`config.mk`:
```
export PLATFORM = sky130hd
export DESIGN_NAME = uart_mode_config
export DESIGN_NICKNAME = d
export VERILOG_FILES = /design/src/core/uart_pkg.sv /design/src/core/uart_mode_config.sv /design/src/core/serial_tx.sv /design/src/core/serial_rx.sv
export SDC_FILE = /design/constraint.sdc
export NUM_CORES = 1
export LEC_CHECK = 0
export ABC_AREA = 0
export BUFFER_PORTS_ARGS = -buffer_cell sky130_fd_sc_hd__buf_4
export CORE_MARGIN = 1
export CORE_UTILIZATION = 30
export DETAILED_ROUTE_END_ITERATION = 10
export HOLD_SLACK_MARGIN = 0.06
export PLACE_DENSITY_LB_ADDON = 0.12
export SLEW_MARGIN = 20
export SYNTH_ARGS = -nofsm -noshare
export SYNTH_HDL_FRONTEND = slang
export SYNTH_HIERARCHICAL = 1
export SYNTH_SLANG_ARGS = --single-unit
```
`constraint.sdc`:
```
create_clock -name clock_i -period 3.8 [get_ports clock_i]
set_input_delay 0.38 -clock clock_i [delete_from_list [all_inputs] [get_ports clock_i]]
set_output_delay 0.38 -clock clock_i [all_outputs]
set_load 0.02 [all_outputs]
```
`src/core/uart_pkg.sv`:
```
package uart_pkg;
  // ---------------------------------------------------------------
  // register map
  // ---------------------------------------------------------------
  localparam logic [7:0] adr_mode = 8'h00;
  localparam logic [7:0] adr_txd  = 8'h04;
  localparam logic [7:0] adr_rxd  = 8'h08;
  localparam logic [7:0] adr_stat = 8'h0c;
  localparam logic [7:0] adr_mask = 8'h10;
  localparam logic [7:0] adr_rate = 8'h14;

  // ---------------------------------------------------------------
  // serial_mode_register fields
  // ---------------------------------------------------------------
  localparam int b_enable   = 15;
  localparam int b_infrared = 12;
  localparam int b_wake     = 7;
  localparam int b_loop     = 6;
  localparam int b_autobaud = 5;
  localparam int b_rx_pol   = 4;
  localparam int b_fast     = 3;
  localparam int b_fmt_lo   = 1;
  localparam int b_stop     = 0;
  localparam logic [15:0] mode_write_mask = 16'hbbff;
  localparam logic [15:0] mode_reset      = 16'h0000;
  localparam logic [15:0] rate_reset      = 16'h0000;
  localparam logic [1:0]  fmt_nine        = 2'b11;
  localparam logic [1:0]  fmt_odd         = 2'b10;
  localparam logic [1:0]  fmt_even        = 2'b01;

  // ---------------------------------------------------------------
  // status bits
  // ---------------------------------------------------------------
  localparam int s_rx_done  = 0;
  localparam int s_tx_done  = 1;
  localparam int s_parity   = 2;
  localparam int s_frame    = 3;
  localparam int s_overrun  = 4;
  localparam int s_wake     = 5;
  localparam int s_baud     = 6;
  localparam int s_width    = 7;

  // ---------------------------------------------------------------
  // timing counts
  // ---------------------------------------------------------------
  localparam logic [3:0] last_fast      = 4'h3;
  localparam logic [3:0] last_std       = 4'hf;
  localparam logic [3:0] half_fast      = 4'h1;
  localparam logic [3:0] half_std       = 4'h7;
  localparam logic [3:0] ir_pulse_ticks = 4'h3;
  localparam logic [4:0] ir_hold_ticks  = 5'h10;
  localparam logic [2:0] sync_inner     = 3'h3;
  localparam int         sync_sh_fast   = 5;
  localparam int         sync_sh_std    = 7;

  function automatic logic [3:0] last_phase(input logic fast);
    return fast ? last_fast : last_std;
  endfunction
endpackage

```
`src/core/uart_mode_config.sv`:
```
`timescale 1ns/100ps
module uart_mode_config (
  input  wire logic        clock_i,
  input  wire logic        resetn_i,
  input  wire logic        cyc_i,
  input  wire logic        stb_i,
  input  wire logic        we_i,
  input  wire logic [7:0]  adr_i,
  input  wire logic [3:0]  sel_i,
  input  wire logic [31:0] dat_i,
  output logic [31:0]      dat_o,
  output logic             ack_o,
  input  wire logic        sleep_i,
  input  wire logic        serial_receive_pin_i,
  output logic             serial_transmit_pin_o,
  output logic             irq_o
);
  // ---------------------------------------------------------------
  // state
  // ---------------------------------------------------------------
  logic [15:0] mode, next_mode, rate, next_rate, rate_cnt, next_rate_cnt;
  logic [6:0]  stat, next_stat, mask, next_mask, ev;
  logic [8:0]  rxd, next_rxd;
  logic        rx_full, next_rx_full, next_ack, next_pin;
  logic [31:0] next_dat;
  logic [4:0]  ir_cnt, next_ir_cnt;
  logic        prev_pin, prev_rx, armed, next_armed;
  logic        ab_run, next_ab_run;
  logic [2:0]  ab_falls, next_ab_falls;
  logic [23:0] ab_count, next_ab_count, ab_sh;
  logic [15:0] ab_rate;

  // ---------------------------------------------------------------
  // decode
  // ---------------------------------------------------------------
  logic        access, wr, rd, tick, enable, loop, fast, ir_on;
  logic        pol_pin, ir_dec, rx_line, fall_pin, rise_pin, fall_rx;
  logic        nine, par_en, odd, tx_start, rd_rxd, ab_end;
  logic [1:0]  fmt;
  logic [15:0] clr, mask_wr;
  logic        tx_line, tx_busy, tx_done, rx_valid, rx_perr, rx_ferr, rx_idle;
  logic [3:0]  tx_phase;
  logic [8:0]  rx_data;

  function automatic logic [15:0] merge(input logic [15:0] old,
                                        input logic [31:0] wd,
                                        input logic [3:0]  sel);
    return {sel[1] ? wd[15:8] : old[15:8], sel[0] ? wd[7:0] : old[7:0]};
  endfunction

  assign access  = cyc_i && stb_i && !ack_o;
  assign wr      = access && we_i;
  assign rd      = access && !we_i;
  assign enable  = mode[uart_pkg::b_enable];
  assign loop    = mode[uart_pkg::b_loop];
  assign fast    = mode[uart_pkg::b_fast];
  assign fmt     = mode[uart_pkg::b_fmt_lo +: 2];
  assign nine    = (fmt == uart_pkg::fmt_nine);
  assign par_en  = (fmt == uart_pkg::fmt_odd) || (fmt == uart_pkg::fmt_even);
  assign odd     = (fmt == uart_pkg::fmt_odd);
  // high-speed prescale would leave too few ticks per pulse to decode
  assign ir_on   = mode[uart_pkg::b_infrared] && !fast;
  assign tick    = (rate_cnt == 16'h0000);
  assign pol_pin = serial_receive_pin_i ^ mode[uart_pkg::b_rx_pol];
  assign ir_dec  = pol_pin && (ir_cnt == 5'h00);
  // loopback bypasses polarity and codec, the line is ours end to end
  assign rx_line = loop ? tx_line : (ir_on ? ir_dec : pol_pin);
  assign fall_pin = prev_pin && !pol_pin;
  assign rise_pin = !prev_pin && pol_pin;
  assign fall_rx  = prev_rx && !rx_line;
  assign tx_start = wr && adr_i == uart_pkg::adr_txd && sel_i[0] && enable && !tx_busy;
  assign rd_rxd   = rd && adr_i == uart_pkg::adr_rxd;
  assign clr      = (wr && adr_i == uart_pkg::adr_stat) ? merge(16'h0000, dat_i, sel_i)
                                                        : 16'h0000;
  assign ab_end   = ab_run && fall_rx && ab_falls == uart_pkg::sync_inner;
  assign ab_sh    = (ab_count + 24'h00_0001) >> (fast ? uart_pkg::sync_sh_fast
                                                      : uart_pkg::sync_sh_std);
  assign ab_rate  = (ab_sh == 24'h00_0000) ? 16'h0000 : ab_sh[15:0] - 16'h0001;
  assign mask_wr  = merge({9'h000, mask}, dat_i, sel_i);
  assign irq_o    = |(stat & mask);

  // ---------------------------------------------------------------
  // bus, registers and events
  // ---------------------------------------------------------------
  always_comb begin
    next_ack      = access;
    next_dat      = dat_o;
    next_mode     = mode;
    next_rate     = rate;
    next_mask     = mask;
    next_rxd      = rxd;
    next_armed    = armed;
    next_ab_run   = ab_run;
    next_ab_falls = ab_falls;
    next_ab_count = ab_count;
    ev            = 7'h00;
    if (rd) begin
      case (adr_i)
        uart_pkg::adr_mode: next_dat = {16'h0000, mode};
        uart_pkg::adr_rxd:  next_dat = {23'h00_0000, rxd};
        uart_pkg::adr_stat: next_dat = {21'h00_0000, rx_idle, rx_full, tx_busy, 1'b0, stat};
        uart_pkg::adr_mask: next_dat = {25'h000_0000, mask};
        uart_pkg::adr_rate: next_dat = {16'h0000, rate};
        default:            next_dat = 32'h0000_0000;
      endcase
    end
    if (wr) begin
      case (adr_i)
        uart_pkg::adr_mode: next_mode = merge(mode, dat_i, sel_i) & uart_pkg::mode_write_mask;
        uart_pkg::adr_mask: next_mask = mask_wr[6:0];
        uart_pkg::adr_rate: next_rate = merge(rate, dat_i, sel_i);
        default:            next_mask = mask;
      endcase
    end
    // wake: armed by a start edge in sleep, released by the next rise
    if (mode[uart_pkg::b_wake] && sleep_i && fall_pin) begin
      ev[uart_pkg::s_wake] = 1'b1;
      next_armed           = 1'b1;
    end
    if (armed && rise_pin) begin
      next_mode[uart_pkg::b_wake] = 1'b0;
      next_armed                  = 1'b0;
    end
    if (!mode[uart_pkg::b_wake]) next_armed = 1'b0;
    // autobaud: 0x55 gives five falls across eight bit times
    if (!mode[uart_pkg::b_autobaud]) begin
      next_ab_run = 1'b0;
    end else if (!ab_run) begin
      if (fall_rx) begin
        next_ab_run   = 1'b1;
        next_ab_count = 24'h00_0000;
        next_ab_falls = 3'h0;
      end
    end else begin
      next_ab_count = ab_count + 24'h00_0001;
      if (fall_rx) next_ab_falls = ab_falls + 3'h1;
      if (ab_end) begin
        next_rate                       = ab_rate;
        next_mode[uart_pkg::b_autobaud] = 1'b0;
        next_ab_run                     = 1'b0;
        ev[uart_pkg::s_baud]            = 1'b1;
      end
    end
    if (rx_valid) begin
      next_rxd                = rx_data;
      ev[uart_pkg::s_rx_done] = 1'b1;
      ev[uart_pkg::s_parity]  = rx_perr;
      ev[uart_pkg::s_frame]   = rx_ferr;
      ev[uart_pkg::s_overrun] = rx_full && !rd_rxd;
    end
    ev[uart_pkg::s_tx_done] = tx_done;
    // a new event beats a software clear in the same cycle
    next_stat     = (stat & ~clr[6:0]) | ev;
    next_rx_full  = (rx_full && !rd_rxd) || rx_valid;
  end

  // ---------------------------------------------------------------
  // line side: prescale tick, codec, pins
  // ---------------------------------------------------------------
  always_comb begin
    next_rate_cnt = tick ? rate : rate_cnt - 16'h0001;
    if (!pol_pin) begin
      next_ir_cnt = uart_pkg::ir_hold_ticks;
    end else if (tick && ir_cnt != 5'h00) begin
      next_ir_cnt = ir_cnt - 5'h01;
    end else begin
      next_ir_cnt = ir_cnt;
    end
    if (!enable || loop) begin
      next_pin = 1'b1;
    end else if (ir_on) begin
      next_pin = !tx_line && (tx_phase < uart_pkg::ir_pulse_ticks);
    end else begin
      next_pin = tx_line;
    end
  end

  always_ff @(posedge clock_i) begin
    if (!resetn_i) begin
      ack_o                 <= 1'b0;
      dat_o                 <= 32'h0000_0000;
      mode                  <= uart_pkg::mode_reset;
      rate                  <= uart_pkg::rate_reset;
      rate_cnt              <= 16'h0000;
      mask                  <= 7'h00;
      stat                  <= 7'h00;
      rxd                   <= 9'h000;
      rx_full               <= 1'b0;
      ir_cnt                <= 5'h00;
      prev_pin              <= 1'b1;
      prev_rx               <= 1'b1;
      armed                 <= 1'b0;
      ab_run                <= 1'b0;
      ab_falls              <= 3'h0;
      ab_count              <= 24'h00_0000;
      serial_transmit_pin_o <= 1'b1;
    end else begin
      ack_o                 <= next_ack;
      dat_o                 <= next_dat;
      mode                  <= next_mode;
      rate                  <= next_rate;
      rate_cnt              <= next_rate_cnt;
      mask                  <= next_mask;
      stat                  <= next_stat;
      rxd                   <= next_rxd;
      rx_full               <= next_rx_full;
      ir_cnt                <= next_ir_cnt;
      prev_pin              <= pol_pin;
      prev_rx               <= rx_line;
      armed                 <= next_armed;
      ab_run                <= next_ab_run;
      ab_falls              <= next_ab_falls;
      ab_count              <= next_ab_count;
      serial_transmit_pin_o <= next_pin;
    end
  end

  // ---------------------------------------------------------------
  // shifters
  // ---------------------------------------------------------------
  serial_tx tx_unit (
    .clock_i    (clock_i),
    .resetn_i   (resetn_i),
    .tick_i     (tick),
    .fast_i     (fast),
    .start_i    (tx_start),
    .data_i     (dat_i[8:0]),
    .nine_i     (nine),
    .par_en_i   (par_en),
    .odd_i      (odd),
    .two_stop_i (mode[uart_pkg::b_stop]),
    .line_o     (tx_line),
    .phase_o    (tx_phase),
    .busy_o     (tx_busy),
    .done_o     (tx_done)
  );

  // receiver is held off while the rate is being measured
  serial_rx rx_unit (
    .clock_i  (clock_i),
    .resetn_i (resetn_i),
    .tick_i   (tick),
    .fast_i   (fast),
    .enable_i (enable && !mode[uart_pkg::b_autobaud]),
    .line_i   (rx_line),
    .nine_i   (nine),
    .par_en_i (par_en),
    .odd_i    (odd),
    .data_o   (rx_data),
    .valid_o  (rx_valid),
    .perr_o   (rx_perr),
    .ferr_o   (rx_ferr),
    .idle_o   (rx_idle)
  );

  // ---------------------------------------------------------------
  // checks
  // ---------------------------------------------------------------
  a_wake_event: assert property (
    @(posedge clock_i) disable iff (!resetn_i)
    (mode[uart_pkg::b_wake] && sleep_i && fall_pin) |=> stat[uart_pkg::s_wake] && armed)
    else $error("sleep start edge did not flag wake");

  a_wake_clear: assert property (
    @(posedge clock_i) disable iff (!resetn_i)
    (armed && rise_pin) |=> !mode[uart_pkg::b_wake] && !armed)
    else $error("wake enable not cleared on rising edge");

  a_loop_feed: assert property (
    @(posedge clock_i) disable iff (!resetn_i)
    loop |-> (rx_line == tx_line) && serial_transmit_pin_o == 1'b1 ##1 1'b1)
    else $error("loopback not routing transmitter to receiver");

  a_idle_polarity: assert property (
    @(posedge clock_i) disable iff (!resetn_i)
    (!loop && !ir_on) |-> rx_line == (serial_receive_pin_i ^ mode[uart_pkg::b_rx_pol]))
    else $error("receive idle polarity wrong");

  a_frame_map: assert property (
    @(posedge clock_i) disable iff (!resetn_i)
    (nine == (fmt == uart_pkg::fmt_nine)) && (odd == (fmt == uart_pkg::fmt_odd))
      && (par_en == (fmt[0] ^ fmt[1])))
    else $error("frame format decode wrong");

  a_ir_std_only: assert property (
    @(posedge clock_i) disable iff (!resetn_i)
    (fast && enable && !loop) |=> serial_transmit_pin_o == $past(tx_line))
    else $error("codec active in high-speed mode");

  a_autobaud_done: assert property (
    @(posedge clock_i) disable iff (!resetn_i)
    ab_end |=> !mode[uart_pkg::b_autobaud] && rate == $past(ab_rate)
              && stat[uart_pkg::s_baud])
    else $error("autobaud did not load rate and clear");
endmodule

```
`src/core/serial_tx.sv`:
```
`timescale 1ns/100ps
module serial_tx (
  input  wire logic       clock_i,
  input  wire logic       resetn_i,
  input  wire logic       tick_i,
  input  wire logic       fast_i,
  input  wire logic       start_i,
  input  wire logic [8:0] data_i,
  input  wire logic       nine_i,
  input  wire logic       par_en_i,
  input  wire logic       odd_i,
  input  wire logic       two_stop_i,
  output logic            line_o,
  output logic [3:0]      phase_o,
  output logic            busy_o,
  output logic            done_o
);
  typedef enum logic [2:0] {
    tx_idle  = 3'b000,
    tx_start = 3'b001,
    tx_data  = 3'b010,
    tx_par   = 3'b011,
    tx_stop  = 3'b100
  } tx_state_type;

  tx_state_type state, next_state;
  logic [8:0]   shift, next_shift;
  logic [3:0]   phase, next_phase, bits, next_bits;
  logic         par, next_par, stops, next_stops;
  logic         next_line, next_done, bit_end;

  assign bit_end = tick_i && (phase == uart_pkg::last_phase(fast_i));
  assign phase_o = phase;
  assign busy_o  = (state != tx_idle);

  always_comb begin
    next_state = state;
    next_shift = shift;
    next_phase = phase;
    next_bits  = bits;
    next_par   = par;
    next_stops = stops;
    next_done  = 1'b0;
    if (state != tx_idle && tick_i) begin
      next_phase = bit_end ? 4'h0 : phase + 4'h1;
    end
    case (state)
      tx_idle: begin
        if (start_i) begin
          next_state = tx_start;
          next_shift = data_i;
          next_phase = 4'h0;
          next_bits  = nine_i ? 4'h8 : 4'h7;
          next_par   = (^data_i[7:0]) ^ odd_i;
        end
      end
      tx_start: begin
        if (bit_end) next_state = tx_data;
      end
      tx_data: begin
        if (bit_end) begin
          next_shift = {1'b0, shift[8:1]};
          next_bits  = bits - 4'h1;
          if (bits == 4'h0) begin
            next_state = par_en_i ? tx_par : tx_stop;
            next_stops = two_stop_i;
          end
        end
      end
      tx_par: begin
        if (bit_end) next_state = tx_stop;
      end
      tx_stop: begin
        if (bit_end) begin
          if (stops) begin
            next_stops = 1'b0;
          end else begin
            next_state = tx_idle;
            next_done  = 1'b1;
          end
        end
      end
      default: next_state = tx_idle;
    endcase
    case (next_state)
      tx_start: next_line = 1'b0;
      tx_data:  next_line = next_shift[0];
      tx_par:   next_line = next_par;
      default:  next_line = 1'b1;
    endcase
  end

  always_ff @(posedge clock_i) begin
    if (!resetn_i) begin
      state  <= tx_idle;
      shift  <= 9'h000;
      phase  <= 4'h0;
      bits   <= 4'h0;
      par    <= 1'b0;
      stops  <= 1'b0;
      line_o <= 1'b1;
      done_o <= 1'b0;
    end else begin
      state  <= next_state;
      shift  <= next_shift;
      phase  <= next_phase;
      bits   <= next_bits;
      par    <= next_par;
      stops  <= next_stops;
      line_o <= next_line;
      done_o <= next_done;
    end
  end

  a_bit_length: assert property (
    @(posedge clock_i) disable iff (!resetn_i)
    (state != tx_idle) |-> (phase <= (fast_i ? uart_pkg::last_fast : uart_pkg::last_std)))
    else $error("tx bit phase beyond prescale length");

  a_parity_slot: assert property (
    @(posedge clock_i) disable iff (!resetn_i)
    (state == tx_data && bit_end && bits == 4'h0)
      |=> (state == (par_en_i ? tx_par : tx_stop)))
    else $error("tx parity slot not as framed");

  a_stop_count: assert property (
    @(posedge clock_i) disable iff (!resetn_i)
    (state == tx_stop && bit_end && !stops) |=> (state == tx_idle && done_o))
    else $error("tx frame did not end after last stop bit");
endmodule

```
`src/core/serial_rx.sv`:
```
`timescale 1ns/100ps
module serial_rx (
  input  wire logic       clock_i,
  input  wire logic       resetn_i,
  input  wire logic       tick_i,
  input  wire logic       fast_i,
  input  wire logic       enable_i,
  input  wire logic       line_i,
  input  wire logic       nine_i,
  input  wire logic       par_en_i,
  input  wire logic       odd_i,
  output logic [8:0]      data_o,
  output logic            valid_o,
  output logic            perr_o,
  output logic            ferr_o,
  output logic            idle_o
);
  typedef enum logic [2:0] {
    rx_idle  = 3'b000,
    rx_start = 3'b001,
    rx_data  = 3'b010,
    rx_par   = 3'b011,
    rx_stop  = 3'b100
  } rx_state_type;

  rx_state_type state, next_state;
  logic [8:0]   shift, next_shift, next_data;
  logic [3:0]   phase, next_phase, bits, next_bits;
  logic         next_valid, next_perr, next_ferr, sample;

  // sample at bit centre: half a bit after the start edge, then every bit
  assign sample = tick_i && (phase == uart_pkg::last_phase(fast_i));
  assign idle_o = (state == rx_idle);

  always_comb begin
    next_state = state;
    next_shift = shift;
    next_phase = phase;
    next_bits  = bits;
    next_data  = data_o;
    next_perr  = perr_o;
    next_ferr  = ferr_o;
    next_valid = 1'b0;
    if (state != rx_idle && tick_i) next_phase = phase + 4'h1;
    case (state)
      rx_idle: begin
        if (!line_i) begin
          next_state = rx_start;
          next_phase = 4'h0;
          next_bits  = nine_i ? 4'h8 : 4'h7;
          next_perr  = 1'b0;
        end
      end
      rx_start: begin
        if (tick_i && phase == (fast_i ? uart_pkg::half_fast : uart_pkg::half_std)) begin
          next_phase = 4'h0;
          next_state = line_i ? rx_idle : rx_data;
        end
      end
      rx_data: begin
        if (sample) begin
          next_phase = 4'h0;
          next_shift = {line_i, shift[8:1]};
          next_bits  = bits - 4'h1;
          if (bits == 4'h0) next_state = par_en_i ? rx_par : rx_stop;
        end
      end
      rx_par: begin
        if (sample) begin
          next_phase = 4'h0;
          next_perr  = line_i ^ (^shift[8:1]) ^ odd_i;
          next_state = rx_stop;
        end
      end
      rx_stop: begin
        if (sample) begin
          next_ferr  = ~line_i;
          next_valid = 1'b1;
          next_data  = nine_i ? shift : {1'b0, shift[8:1]};
          next_state = rx_idle;
        end
      end
      default: next_state = rx_idle;
    endcase
    if (!enable_i) next_state = rx_idle;
  end

  always_ff @(posedge clock_i) begin
    if (!resetn_i) begin
      state   <= rx_idle;
      shift   <= 9'h000;
      phase   <= 4'h0;
      bits    <= 4'h0;
      data_o  <= 9'h000;
      valid_o <= 1'b0;
      perr_o  <= 1'b0;
      ferr_o  <= 1'b0;
    end else begin
      state   <= next_state;
      shift   <= next_shift;
      phase   <= next_phase;
      bits    <= next_bits;
      data_o  <= next_data;
      valid_o <= next_valid;
      perr_o  <= next_perr;
      ferr_o  <= next_ferr;
    end
  end

  a_rx_parity: assert property (
    @(posedge clock_i) disable iff (!resetn_i)
    (enable_i && state == rx_data && sample && bits == 4'h0 && par_en_i)
      |=> (state == rx_par))
    else $error("rx skipped parity slot");
endmodule

```
==> impl_results.md, run 1 <==
* Flop2flop setup slack at 460 ps
* Final min period at 3340 ps
* FMAX at 299 MHz
* Post-synthesis mux area share at 7.03%
* Post-synthesis compound-gate area fraction at 18.3%
* Via density per instance at 5.09
* CTS root buffer: clkbuf_16
* Most Used Layer, Global Route: met2
* Reg power frac at 44.5%
* Post-Place Setup Slack at 230 ps
* Crit path launch type: flop
* Clock Skews at 17.2 ps
* Grt met2 use at 27.5%
* Arr. time, crit path at 3620 ps
* Cell variety after synth at 100
* Switching share of power at 27.2%
* Synthesized-area fraction occupied by adder cells at 1.89%
* Max Cap Viol at 0
* Die area at 33900 um^2
* H-Tree Level Count at 4
* Global-route wire length before repair at 45.2 mm
* Clock power frac at 40.1%
* Fillers at 3424
* Starting Density at 30.5%
* Final Cell Area at 11200 um^2
* Setup ws final at 460 ps
* Clock Sinks at 180
* Ports at 86
* Worst vdd ir at 0.245 mV
* Status: complete, no violations
* GPL Wtd Cong at 0.812
* Endpoint of the worst-slack reg-to-reg timing path: rate[6]$_SDFF_PN0_
* Main combinational cell family by area after synthesis: simple AND/OR/NAND/NOR gates
* CTS Buf Count at 17
* Post-Route WL at 28.3 mm
* Initial drt markers at 564
* CP max FO at 16
* Slew @ Worst Pin at 1010 ps
* RSZ-0062 raised after global routing: no
* Post-CTS sizing at 0
* IO buf count at 51
* Crit Reg-Reg Startpoint: ab_count[0]$_SDFFE_PN0P_
* Critical path endpoint category: flop
* WHS Endpoint: mode[13]$_SDFFE_PN0P_
* Hold WC Path Type: in2reg
* Routed wire per std cell at 17.2 um
* Antenna viol nets, final at 0
* Final setup viols at 0
* Leak at 4.24 nW
* Yosys reg bits at 180
* Grt total ovfl at 0
* Register area share after synthesis at 36.2%
* Met1 Track Usage GR at 24.2%
* Comb power frac at 15.4%
* Synth Area in Simple Gates at 25.0%
* Met3 Resource Use GR at 2.61%
* Final hold viol count at 0
* Die Height at 184 um
* DIE WIDTH at 184 um
* Layout cells sized above 1 at 12.8%
* Placed cell areas at 10600 um^2
* Int Pwr at 3.38 mW
* Fin. max-slew vios at 0
* Hold_buf cts at 0
* Crit path required time at 4080 ps
* DR vias at 8374
* Post-Syn Area per Cell at 8.43 um^2
* Initial antenna violation count at 1
* PD cells at 413 nW/um^2
* Clock Path Buffers at 2
* FFs w/ async S/R, synth at 0%
* P&R area growth vs syn at 12.9%
* Xor/xnor cell area share of the yosys netlist at 5.78%
* DR DRC count at 0
* Vias in the first global route at 8087
* Hold Path Depth at 3
* CTS tree: yes
* Fin crit share at 87.9%
* Worst hold start: dat_i[13]
* Setup TNS Final at 0 ps
* Global Route Usage Sum at 17.2%
* Largest net degree at the start of global routing at 87
* Register-to-Register Path Depth at 10
* Core ar. at 32600 um^2
* Pre-antenna DRT Iters at 5
* Psw at 1.26 mW
* Syn Std Cell Area at 9960 um^2
* Antenna cells at 0
* Post-CTS Setup Bufs at 0
* Post-synth EDFFs at 0
* CTS clk-pin slew, worst paths at 70 ps
* Kind of critical path: reg2reg
* DPL Wire Length at 20.2 mm
* Clk_lat worst skew at 440 ps
* Layout net count at 1258
* Most used flip-flop cell after synthesis: dfxtp_1
* Slew margin rel. at 32.9%
* Synth warn at 6
* Gate Count Post-Synth at 1181
* Rows at 66
==> cell usage after synthesis, drive strengths merged (18+ instances only) <==
cell / n / area (um^2)
mux2i: 65 / 651
a21oi: 71 / 370
nand2: 101 / 382
inv: 26 / 97.6
o22ai: 18 / 113
nor3: 33 / 191
a211oi: 30 / 243
xnor2: 32 / 280
o21ai: 49 / 253
nand3: 54 / 298
dfxtp: 180 / 3600
nand4: 20 / 138
clkbuf: 45 / 169
nor4: 19 / 168
xor2: 26 / 228
nor2: 146 / 564
buf: 48 / 302
==> critical path, stage by stage (launching register included) <==
cell and delay [ps]:
dfxtp_1 370, ha_1 290, nand4_2 290, nor4_4 440, xnor2_1 230, or3b_2 480, a32oi_2 340, nand2_1 180
o31ai_4 190, buf_4 260, o22ai_1 110
==> how the worst max path moves through the flow <==
stage	cells past startpoint	start	end	slack, ps
final	10	ab_count[0]$_SDFFE_PN0P_	rate[6]$_SDFF_PN0_	460
after global routing	10	rate_cnt[6]$_SDFF_PN0_	tx_unit/line_o$_SDFF_PN1_	90
after CTS	10	rate_cnt[6]$_SDFF_PN0_	tx_unit/shift[5]$_SDFFE_PN0P_	230
after detailed placement	10	rate_cnt[6]$_SDFF_PN0_	tx_unit/shift[5]$_SDFFE_PN0P_	230
after global placement	10	rate_cnt[6]$_SDFF_PN0_	tx_unit/shift[1]$_SDFFE_PN0P_	290
after floorplan	11	rate_cnt[6]$_SDFF_PN0_	tx_unit/line_o$_SDFF_PN1_	490
==> metal layers <==
metal  share of wire (%)  vias up  routed length (um)
met5                   0        -                   0
met2                  46      156               12900
met3                 3.3       16                 932
li1                    -     4259                   -
met1                  50     3943               14200
met4                0.94        0                 267
==> power by group through the flow <==
stage	Clock (mW)	Sequential, mW	Combinational (mW)
after global placement	0	2.10	0.715
after detailed placement	0	2.10	0.716
after floorplan	0	2.09	0.535
after global routing	1.99	2.08	0.809
after CTS	1.92	2.06	0.721
final	1.86	2.06	0.717
==> final cells by class <==
type,count,area [um^2],share of cell area [%]
Clock buffer,23,488,4.34
Clock inverter,8,124,1.10
Inverter,27,101,0.902
Multi-Input combinational cell,896,5850,52.0
Sequential cell,180,3600,32.1
Tap cell,442,553,4.92
Timing Repair Buffer,70,526,4.67
==> sequential cells by signal (all words and copies together), names as in the netlist, 5 cells and up <==
signal	cells
dat_o	16
stat	7
mode	14
mask	7
rxd	9
rate	16
rx_unit/data_o	9
ir_cnt	5
tx_unit/shift	9
ab_count	24
rx_unit/shift	9
rate_cnt	16
==> kinds of logic (layout without fill, tap and decap cells) <==
group | Yosys count | after routing
flip-flops | 180 | 180
AO/OA/AOI/OAI | 263 | 263
buffers and inverters | 120 | 128
adder cells (fa/ha/maj) | 15 | 15
multiplexers | 69 | 69
other | 1 | 16
XOR/XNOR | 61 | 61
AND/OR/NAND/NOR | 472 | 472
==> placed cells by master, fill, tap and decap left out, types with 5 or more instances in the layout <==
cell / instances
a211oi_1: 28
a21oi_1: 69
a221oi_1: 12
a222oi_1: 8
a22oi_1: 14
a311oi_1: 5
a31oi_1: 10
and2_1: 8
and3_1: 12
and4_1: 5
buf_4: 70
clkbuf_16: 17
conb_1: 16
dfxtp_1: 180
ha_1: 15
inv_1: 26
mux2i_1: 65
nand2_1: 100
nand2b_1: 13
nand3_1: 50
nand3b_1: 9
nand4_1: 18
nor2_1: 145
nor2b_1: 11
nor3_1: 28
nor4_1: 14
o21ai_0: 44
o22ai_1: 18
o31ai_1: 6
or3_1: 10
xnor2_1: 32
xor2_1: 26
==> through the flow <==
step                utilization (%)  instances  power [mW]  hold slack, ps
finish                         34.5       1646        4.64             200
detailed placement             32.6       1615        2.82             445
global placement               32.6       1615        2.82             445
floorplan                         -       1196        2.63             413
global route                   34.5       1646        4.88             199
CTS                            34.4       1646        4.70             180
No activity file was read; power rests on OpenSTA's default activity.
==> run 2: changes to the inputs <==
BUFFER_PORTS_ARGS = not set   (was -buffer_cell sky130_fd_sc_hd__buf_4)
DONT_BUFFER_PORTS = 1   (was not set)
==> run 2 against run 1 <==
Worst setup slack gained 23 ps. Total power shrank 5.1%. Count of clock-buffer cells in the layout shrank 4. Register-to-register slack gained 20 ps. Die area is the same. Critical endpoint is now rate[4]$_SDFF_PN0_. Largest power group unchanged. Highest routed layer unchanged.
==> impl_results.md, run 2 (synthesis results as in run 1) <==
* Via density per instance at 5.15 (was 5.09)
* Global-route wire length before repair at 45.0 mm (was 45.2 mm)
* Top delay family on crit path: simple AND/OR/NAND/NOR gates (unchanged)
* Met1 Track Usage GR at 23.9% (was 24.2%)
* Status: complete, no violations (unchanged)
* CP max FO at 16 (unchanged)
* RSZ-0062 raised after global routing: no (unchanged)
* Non-filler cells, final at 1600 (was 1646)
* FMAX at 301 MHz (was 299 MHz)
* Initial antenna violation count at 0 (was 1)
* Vias in the first global route at 7701 (was 8087)
* Buf/Inv on CP at 1 (unchanged)
* Arr. time, crit path at 3610 ps (was 3620 ps)
* Met3 Resource Use GR at 2.65% (was 2.61%)
* Antenna viol nets, final at 0 (unchanged)
* IO buf count at 0 (was 51)
* Layout net count at 1211 (was 1258)
* Critical path endpoint category: flop (unchanged)
* Die Height at 184 um (unchanged)
* DR DRC count at 0 (unchanged)
* CTS Buf Count at 17 (unchanged)
* Fin. max-slew vios at 0 (unchanged)
* Final hold viol count at 0 (unchanged)
* Largest net degree at the start of global routing at 36 (was 87)
* PD cells at 407 nW/um^2 (was 413 nW/um^2)
* Most frequent cells in the layout: 180 x dfxtp_1, 145 x nor2_1, 100 x nand2_1, 69 x a21oi_1, 65 x mux2i_1 (was 180 x dfxtp_1, 145 x nor2_1, 100 x nand2_1, 70 x buf_4, 69 x a21oi_1)
* DPL Wire Length at 20.2 mm (about the same)
* Rows at 66 (unchanged)
* Hold WC Path Type: in2reg (unchanged)
* Max Cap Viol at 0 (unchanged)
* GPL Wtd Cong at 0.812 (about the same)
* Pre-antenna DRT Iters at 5 (unchanged)
* Most Used Layer, Global Route: met2 (unchanged)
* Fillers at 3425 (was 3424)
* CTS clk-pin slew, worst paths at 70 ps (about the same)
* Post-Route WL at 28.5 mm (was 28.3 mm)
* H-Tree Level Count at 4 (unchanged)
* Clock Path Buffers at 2 (unchanged)
* Core ar. at 32600 um^2 (unchanged)
* Fin crit share at 87.3% (was 87.9%)
* Clk_lat worst skew at 440 ps (about the same)
* Clock Sinks at 180 (unchanged)
* Reg with most FFs: ab_count (unchanged)
* Placed cell areas at 10300 um^2 (was 10600 um^2)
* Grt total ovfl at 0 (unchanged)
* Final min period at 3320 ps (was 3340 ps)
* Hold slack at 82.2 ps (was 200 ps)
* Kind of critical path: reg2reg (unchanged)
* CP max-delay cell: or3b_2 (unchanged)
* Final setup viols at 0 (unchanged)
* Routed wire per std cell at 17.8 um (was 17.2 um)
* DR vias at 8245 (was 8374)
* Antenna cells at 0 (unchanged)
* Starting Density at 30.5% (unchanged)
* Worst vdd ir at 0.211 mV (was 0.245 mV)
* Ports at 86 (unchanged)
* Die area at 33900 um^2 (unchanged)
* Overall Power at 4.40 mW (was 4.64 mW)
* Crit-path max cell delay at 480 ps (about the same)
* CTS tree: yes (unchanged)
* DIE WIDTH at 184 um (unchanged)
* P&R area growth vs syn at 8.75% (was 12.9%)
* Slew margin rel. at 33.8% (was 32.9%)
* Final Cell Area at 10800 um^2 (was 11200 um^2)
* Commonest non-fill, non-tap cell in the layout: dfxtp_1 (unchanged)
* CTS root buffer: clkbuf_16 (unchanged)
* Crit path launch type: flop (unchanged)
* Clock Skews at 8.37 ps (was 17.2 ps)
* Worst path cell trace: ha_1 > nand4_2 > nor4_4 > xnor2_1 > or3b_2 > a32oi_2 > nand2_1 > o31ai_4 > buf_4 > o22ai_1 (unchanged)
* Post-CTS Setup Bufs at 0 (unchanged)
* Initial drt markers at 515 (was 564)
* Layout cells sized above 1 at 9.24% (was 12.8%)
* Max reg flops at 24 (unchanged)
* Crit path required time at 4090 ps (was 4080 ps)
* Leak at 3.97 nW (was 4.24 nW)
* Grt met2 use at 27.3% (was 27.5%)
* Global Route Usage Sum at 17.3% (was 17.2%)
* Slew @ Worst Pin at 984 ps (was 1010 ps)
* Post-placement cell count at 1566 (was 1615)
* Setup TNS Final at 0 ps (unchanged)
## run 2: what timing repair did
item | in CTS | in global routing
hold buffers | 2 | 0
endpoints found under the setup margin | 0 | 0
gates resized for setup | 0 | 0
endpoints found under the hold margin | 6 | 0
## run 2: area by class of cell
cell class	count	area (um^2)	area share [%]
sequential	180	3600	33.3
multi-input combinational	896	5850	54.0
inverter	27	101	0.936
clock inverter	13	103	0.948
timing repair buffer	23	178	1.64
clock buffer	19	443	4.09
tap	442	553	5.11
## run 2: through the flow
step                      util (%)  setup WS (ps)
final                         33.2            483
after floorplan                  -            488
after CTS                     33.2            400
after global placement        31.4            431
after detailed placement      31.4            420
after global routing          33.2            198
## run 2: worst reg2reg max path, stage by stage (launching register included)
cell and delay, ps:
dfxtp_1 380, ha_1 290, nand4_2 290, nor4_4 450, xnor2_1 240, or3b_2 480
a32oi_2 350, nand2_1 170, o31ai_4 170, buf_4 250, o22ai_1 110
## run 2: final timing paths
| check | from | to | depth (start not counted) | slack, ps |
|---|---|---|---|---|
| min reg2reg | tx_unit/done_o$_SDFF_PN0_ | stat[1]$_SDFF_PN0_ | 2 | 450 |
| max reg2reg | ab_count[0]$_SDFFE_PN0P_ | rate[4]$_SDFF_PN0_ | 10 | 480 |
| max | ab_count[0]$_SDFFE_PN0P_ | rate[4]$_SDFF_PN0_ | 10 | 480 |
| min | resetn_i | dat_o[5]$_SDFFE_PN0P_ | 2 | 80 |
## run 2: power by group
part	switching, mW	internal [mW]	total, mW	leakage (nW)
clock	0.822	0.865	1.69	0.261
combinational	0.375	0.269	0.644	2.26
sequential	0.0927	1.98	2.07	1.46
total	1.29	3.11	4.40	3.97
## run 2: routing by layer
layer / share of wire (%) / vias to the layer above
li1: - / 4158
met1: 50 / 3913
met2: 45 / 147
met3: 3.5 / 27
met4: 1.8 / 0
met5: 0 / -
==> run 3: changes to the inputs <==
CORE_UTILIZATION = 55   (was 30)
clock period = 3.75 ns   (was 3.8 ns; I/O delays follow)
==> run 3 against run 2 <==
Global-route usage is 11 points higher. Sequential share of layout area up 0.69 points. Total power rose by 2.4%. Clock skew is 4.3 ps higher. Count of clock-buffer cells in the layout fell by 2. Sequential cell count unchanged. Sequential power hardly changed. Die area is 45% lower. Critical path type unchanged. Critical endpoint is now tx_unit/line_o$_SDFF_PN1_.
==> impl_results.md, run 3 (synthesis results as in run 1) <==
* DIE WIDTH at 137 um (was 184 um)
* CTS root buffer: clkbuf_16 (unchanged)
* Most frequent cells in the layout: 180 x dfxtp_1, 145 x nor2_1, 100 x nand2_1, 69 x a21oi_1, 65 x mux2i_1 (unchanged)
* CTS tree: yes (unchanged)
* Layout net count at 1212 (was 1211)
* Die area at 18600 um^2 (was 33900 um^2)
* Clk_lat worst skew at 430 ps (was 440 ps)
* Buf/Inv on CP at 2 (was 1)
* Fin crit share at 89.2% (was 87.3%)
* DR vias at 8455 (was 8245)
* Leak at 4.00 nW (was 3.97 nW)
* Clock Skews at 12.6 ps (was 8.37 ps)
* Max reg flops at 24 (unchanged)
* DPL Wire Length at 17.4 mm (was 20.2 mm)
* Post-Route WL at 25.2 mm (was 28.5 mm)
* Commonest non-fill, non-tap cell in the layout: dfxtp_1 (unchanged)
* Antenna cells at 0 (unchanged)
* Fin. max-slew vios at 0 (unchanged)
* Final min period at 3350 ps (was 3320 ps)
* DR DRC count at 0 (unchanged)
* Clock power frac at 39.1% (was 38.3%)
* Reg with most FFs: ab_count (unchanged)
* CTS clk-pin slew, worst paths at 80 ps (was 70 ps)
* Worst vdd ir at 0.424 mV (was 0.211 mV)
* Switching share of power at 29.7% (was 29.3%)
* CP max-delay cell: or4_1 (was or3b_2)
* Antenna viol nets, final at 0 (unchanged)
* Vias in the first global route at 7463 (was 7701)
* Core ar. at 17500 um^2 (was 32600 um^2)
* Via density per instance at 6.11 (was 5.15)
* Status: complete, no violations (unchanged)
* Post-CTS Setup Bufs at 0 (unchanged)
* P&R area growth vs syn at 6.55% (was 8.75%)
* Slew margin rel. at 38.8% (was 33.8%)
* GPL Wtd Cong at 0.870 (was 0.812)
* Global-route wire length before repair at 40.5 mm (was 45.0 mm)
* Int Pwr at 3.17 mW (was 3.11 mW)
* Largest net degree at the start of global routing at 45 (was 36)
* Grt total ovfl at 0 (unchanged)
* Routed wire per std cell at 18.2 um (was 17.8 um)
* Top delay family on crit path: simple AND/OR/NAND/NOR gates (unchanged)
* Comb power frac at 14.3% (was 14.6%)
* Hold WC Path Type: in2reg (unchanged)
* Layout cells sized above 1 at 9.40% (was 9.24%)
* Psw at 1.34 mW (was 1.29 mW)
* Setup ws final at 404 ps (was 483 ps)
* IO buf count at 0 (unchanged)
* Crit path required time at 4040 ps (was 4090 ps)
* Final hold viol count at 0 (unchanged)
* Post-Place Setup Slack at 231 ps (was 420 ps)
* Pre-antenna DRT Iters at 7 (was 5)
* Critical path endpoint category: flop (unchanged)
* CP max FO at 9 (was 16)
* Ports at 86 (unchanged)
* CTS Buf Count at 17 (unchanged)
* Most used cell, CP: nor4_2
* H-Tree Level Count at 4 (unchanged)
* Fillers at 1562 (was 3425)
* Crit path launch type: flop (unchanged)
* Reg power frac at 46.6% (was 47.1%)
* PD cells at 425 nW/um^2 (was 407 nW/um^2)
* Starting Density at 57.0% (was 30.5%)
* Arr. time, crit path at 3640 ps (was 3610 ps)
* Fin util at 60.7% (was 33.2%)
* Slew @ Worst Pin at 907 ps (was 984 ps)
* Worst path cell trace: or4_1 > nor4_2 > nor3b_1 > nand4_1 > inv_2 > nand2_1 > a2111oi_0 > nor4_1 > buf_4 > nor4_2 > a311oi_2 (was ha_1 > nand4_2 > nor4_4 > xnor2_1 > or3b_2 > a32oi_2 > nand2_1 > o31ai_4 > buf_4 > o22ai_1)
* Initial antenna violation count at 0 (unchanged)
* FMAX at 299 MHz (was 301 MHz)
* Rows at 48 (was 66)
* Setup TNS Final at 0 ps (unchanged)
* RSZ-0062 raised after global routing: no (unchanged)
* Die Height at 137 um (was 184 um)
* Max Cap Viol at 0 (unchanged)
* Post-placement cell count at 1349 (was 1566)
* Final setup viols at 0 (unchanged)
* Kind of critical path: reg2reg (unchanged)
* Clock Path Buffers at 2 (unchanged)
* Global Route Usage Sum at 28.0% (was 17.3%)
* Non-filler cells, final at 1384 (was 1600)
* Initial drt markers at 843 (was 515)
* Clock Sinks at 180 (unchanged)
* Crit-path max cell delay at 610 ps (was 480 ps)
## run 3: cell types whose count changed in the layout (fill, tap and decap cells not counted)
cell	before	now
clkbuf_1	1	0
dlygate4sd3_1	2	3
inv_8	0	4
clkbuf_8	1	0
clkinvlp_4	3	1
inv_2	1	2
clkinv_4	4	0
inv_1	26	25
clkinv_8	0	4
## run 3: repair_timing
action	in CTS	in global routing
hold buffers	3	0
endpoints found under the setup margin	0	9
endpoints found under the hold margin	4	0
gates resized for setup	0	2
## run 3: final timing paths
kind                            slack (ps)                    from                        end  depth (start not counted)
worst max-delay path                   400  rate_cnt[6]$_SDFF_PN0_  tx_unit/line_o$_SDFF_PN1_                         11
worst min-delay path                    80                dat_i[1]       mask[1]$_SDFFE_PN0P_                          2
worst max register to register         400  rate_cnt[6]$_SDFF_PN0_  tx_unit/line_o$_SDFF_PN1_                         11
worst min register to register         460  tx_unit/par$_SDFF_PN0_     tx_unit/par$_SDFF_PN0_                          2
## run 3: final cells by class
cell class / instances / area (um^2) / area share (%)
multi-input cells: 896 / 5850 / 55.1
well taps: 225 / 282 / 2.65
repair buffers: 24 / 188 / 1.77
clock buffers: 17 / 425 / 4.01
inverters: 27 / 101 / 0.955
clock inverters: 15 / 163 / 1.53
flip-flops and latches: 180 / 3600 / 34.0
## run 3: worst register-to-register path: stages, from the launching register on
cell and delay (ps):
dfxtp_1 350, or4_1 610, nor4_2 240, nor3b_1 360
nand4_1 290, inv_2 240, nand2_1 180, a2111oi_0 370
nor4_1 110, buf_4 160, nor4_2 240, a311oi_2 50
## run 3: through the flow
stage	area (um^2)	power (mW)	hold slack [ps]
2_1_floorplan	10000	2.66	413
3_3_place_gp	9990	2.76	443
3_5_place_dp	9990	2.77	444
4_1_cts	10600	4.53	67.0
5_1_grt	10600	4.71	68.9
6_report	10600	4.51	81.4
## run 3: routing by layer
layer  part of all wire, %  GRT usage (%)  wire length [um]  vias up
li1                      -              -                 -     4170
met4                  0.73           5.06               184        0
met5                     0              0                 0        -
met2                    43           42.3             11000      287
met1                    48           40.9             12000     3982
met3                   8.2           6.26              2070       16
## run 3: power by group through the flow
stage,sequential (mW),clock [mW],combinational [mW]
finish,2.10,1.76,0.643
global route,2.11,1.87,0.725
CTS,2.10,1.80,0.638
detailed placement,2.14,0,0.626
global placement,2.14,0,0.618
floorplan,2.12,0,0.542
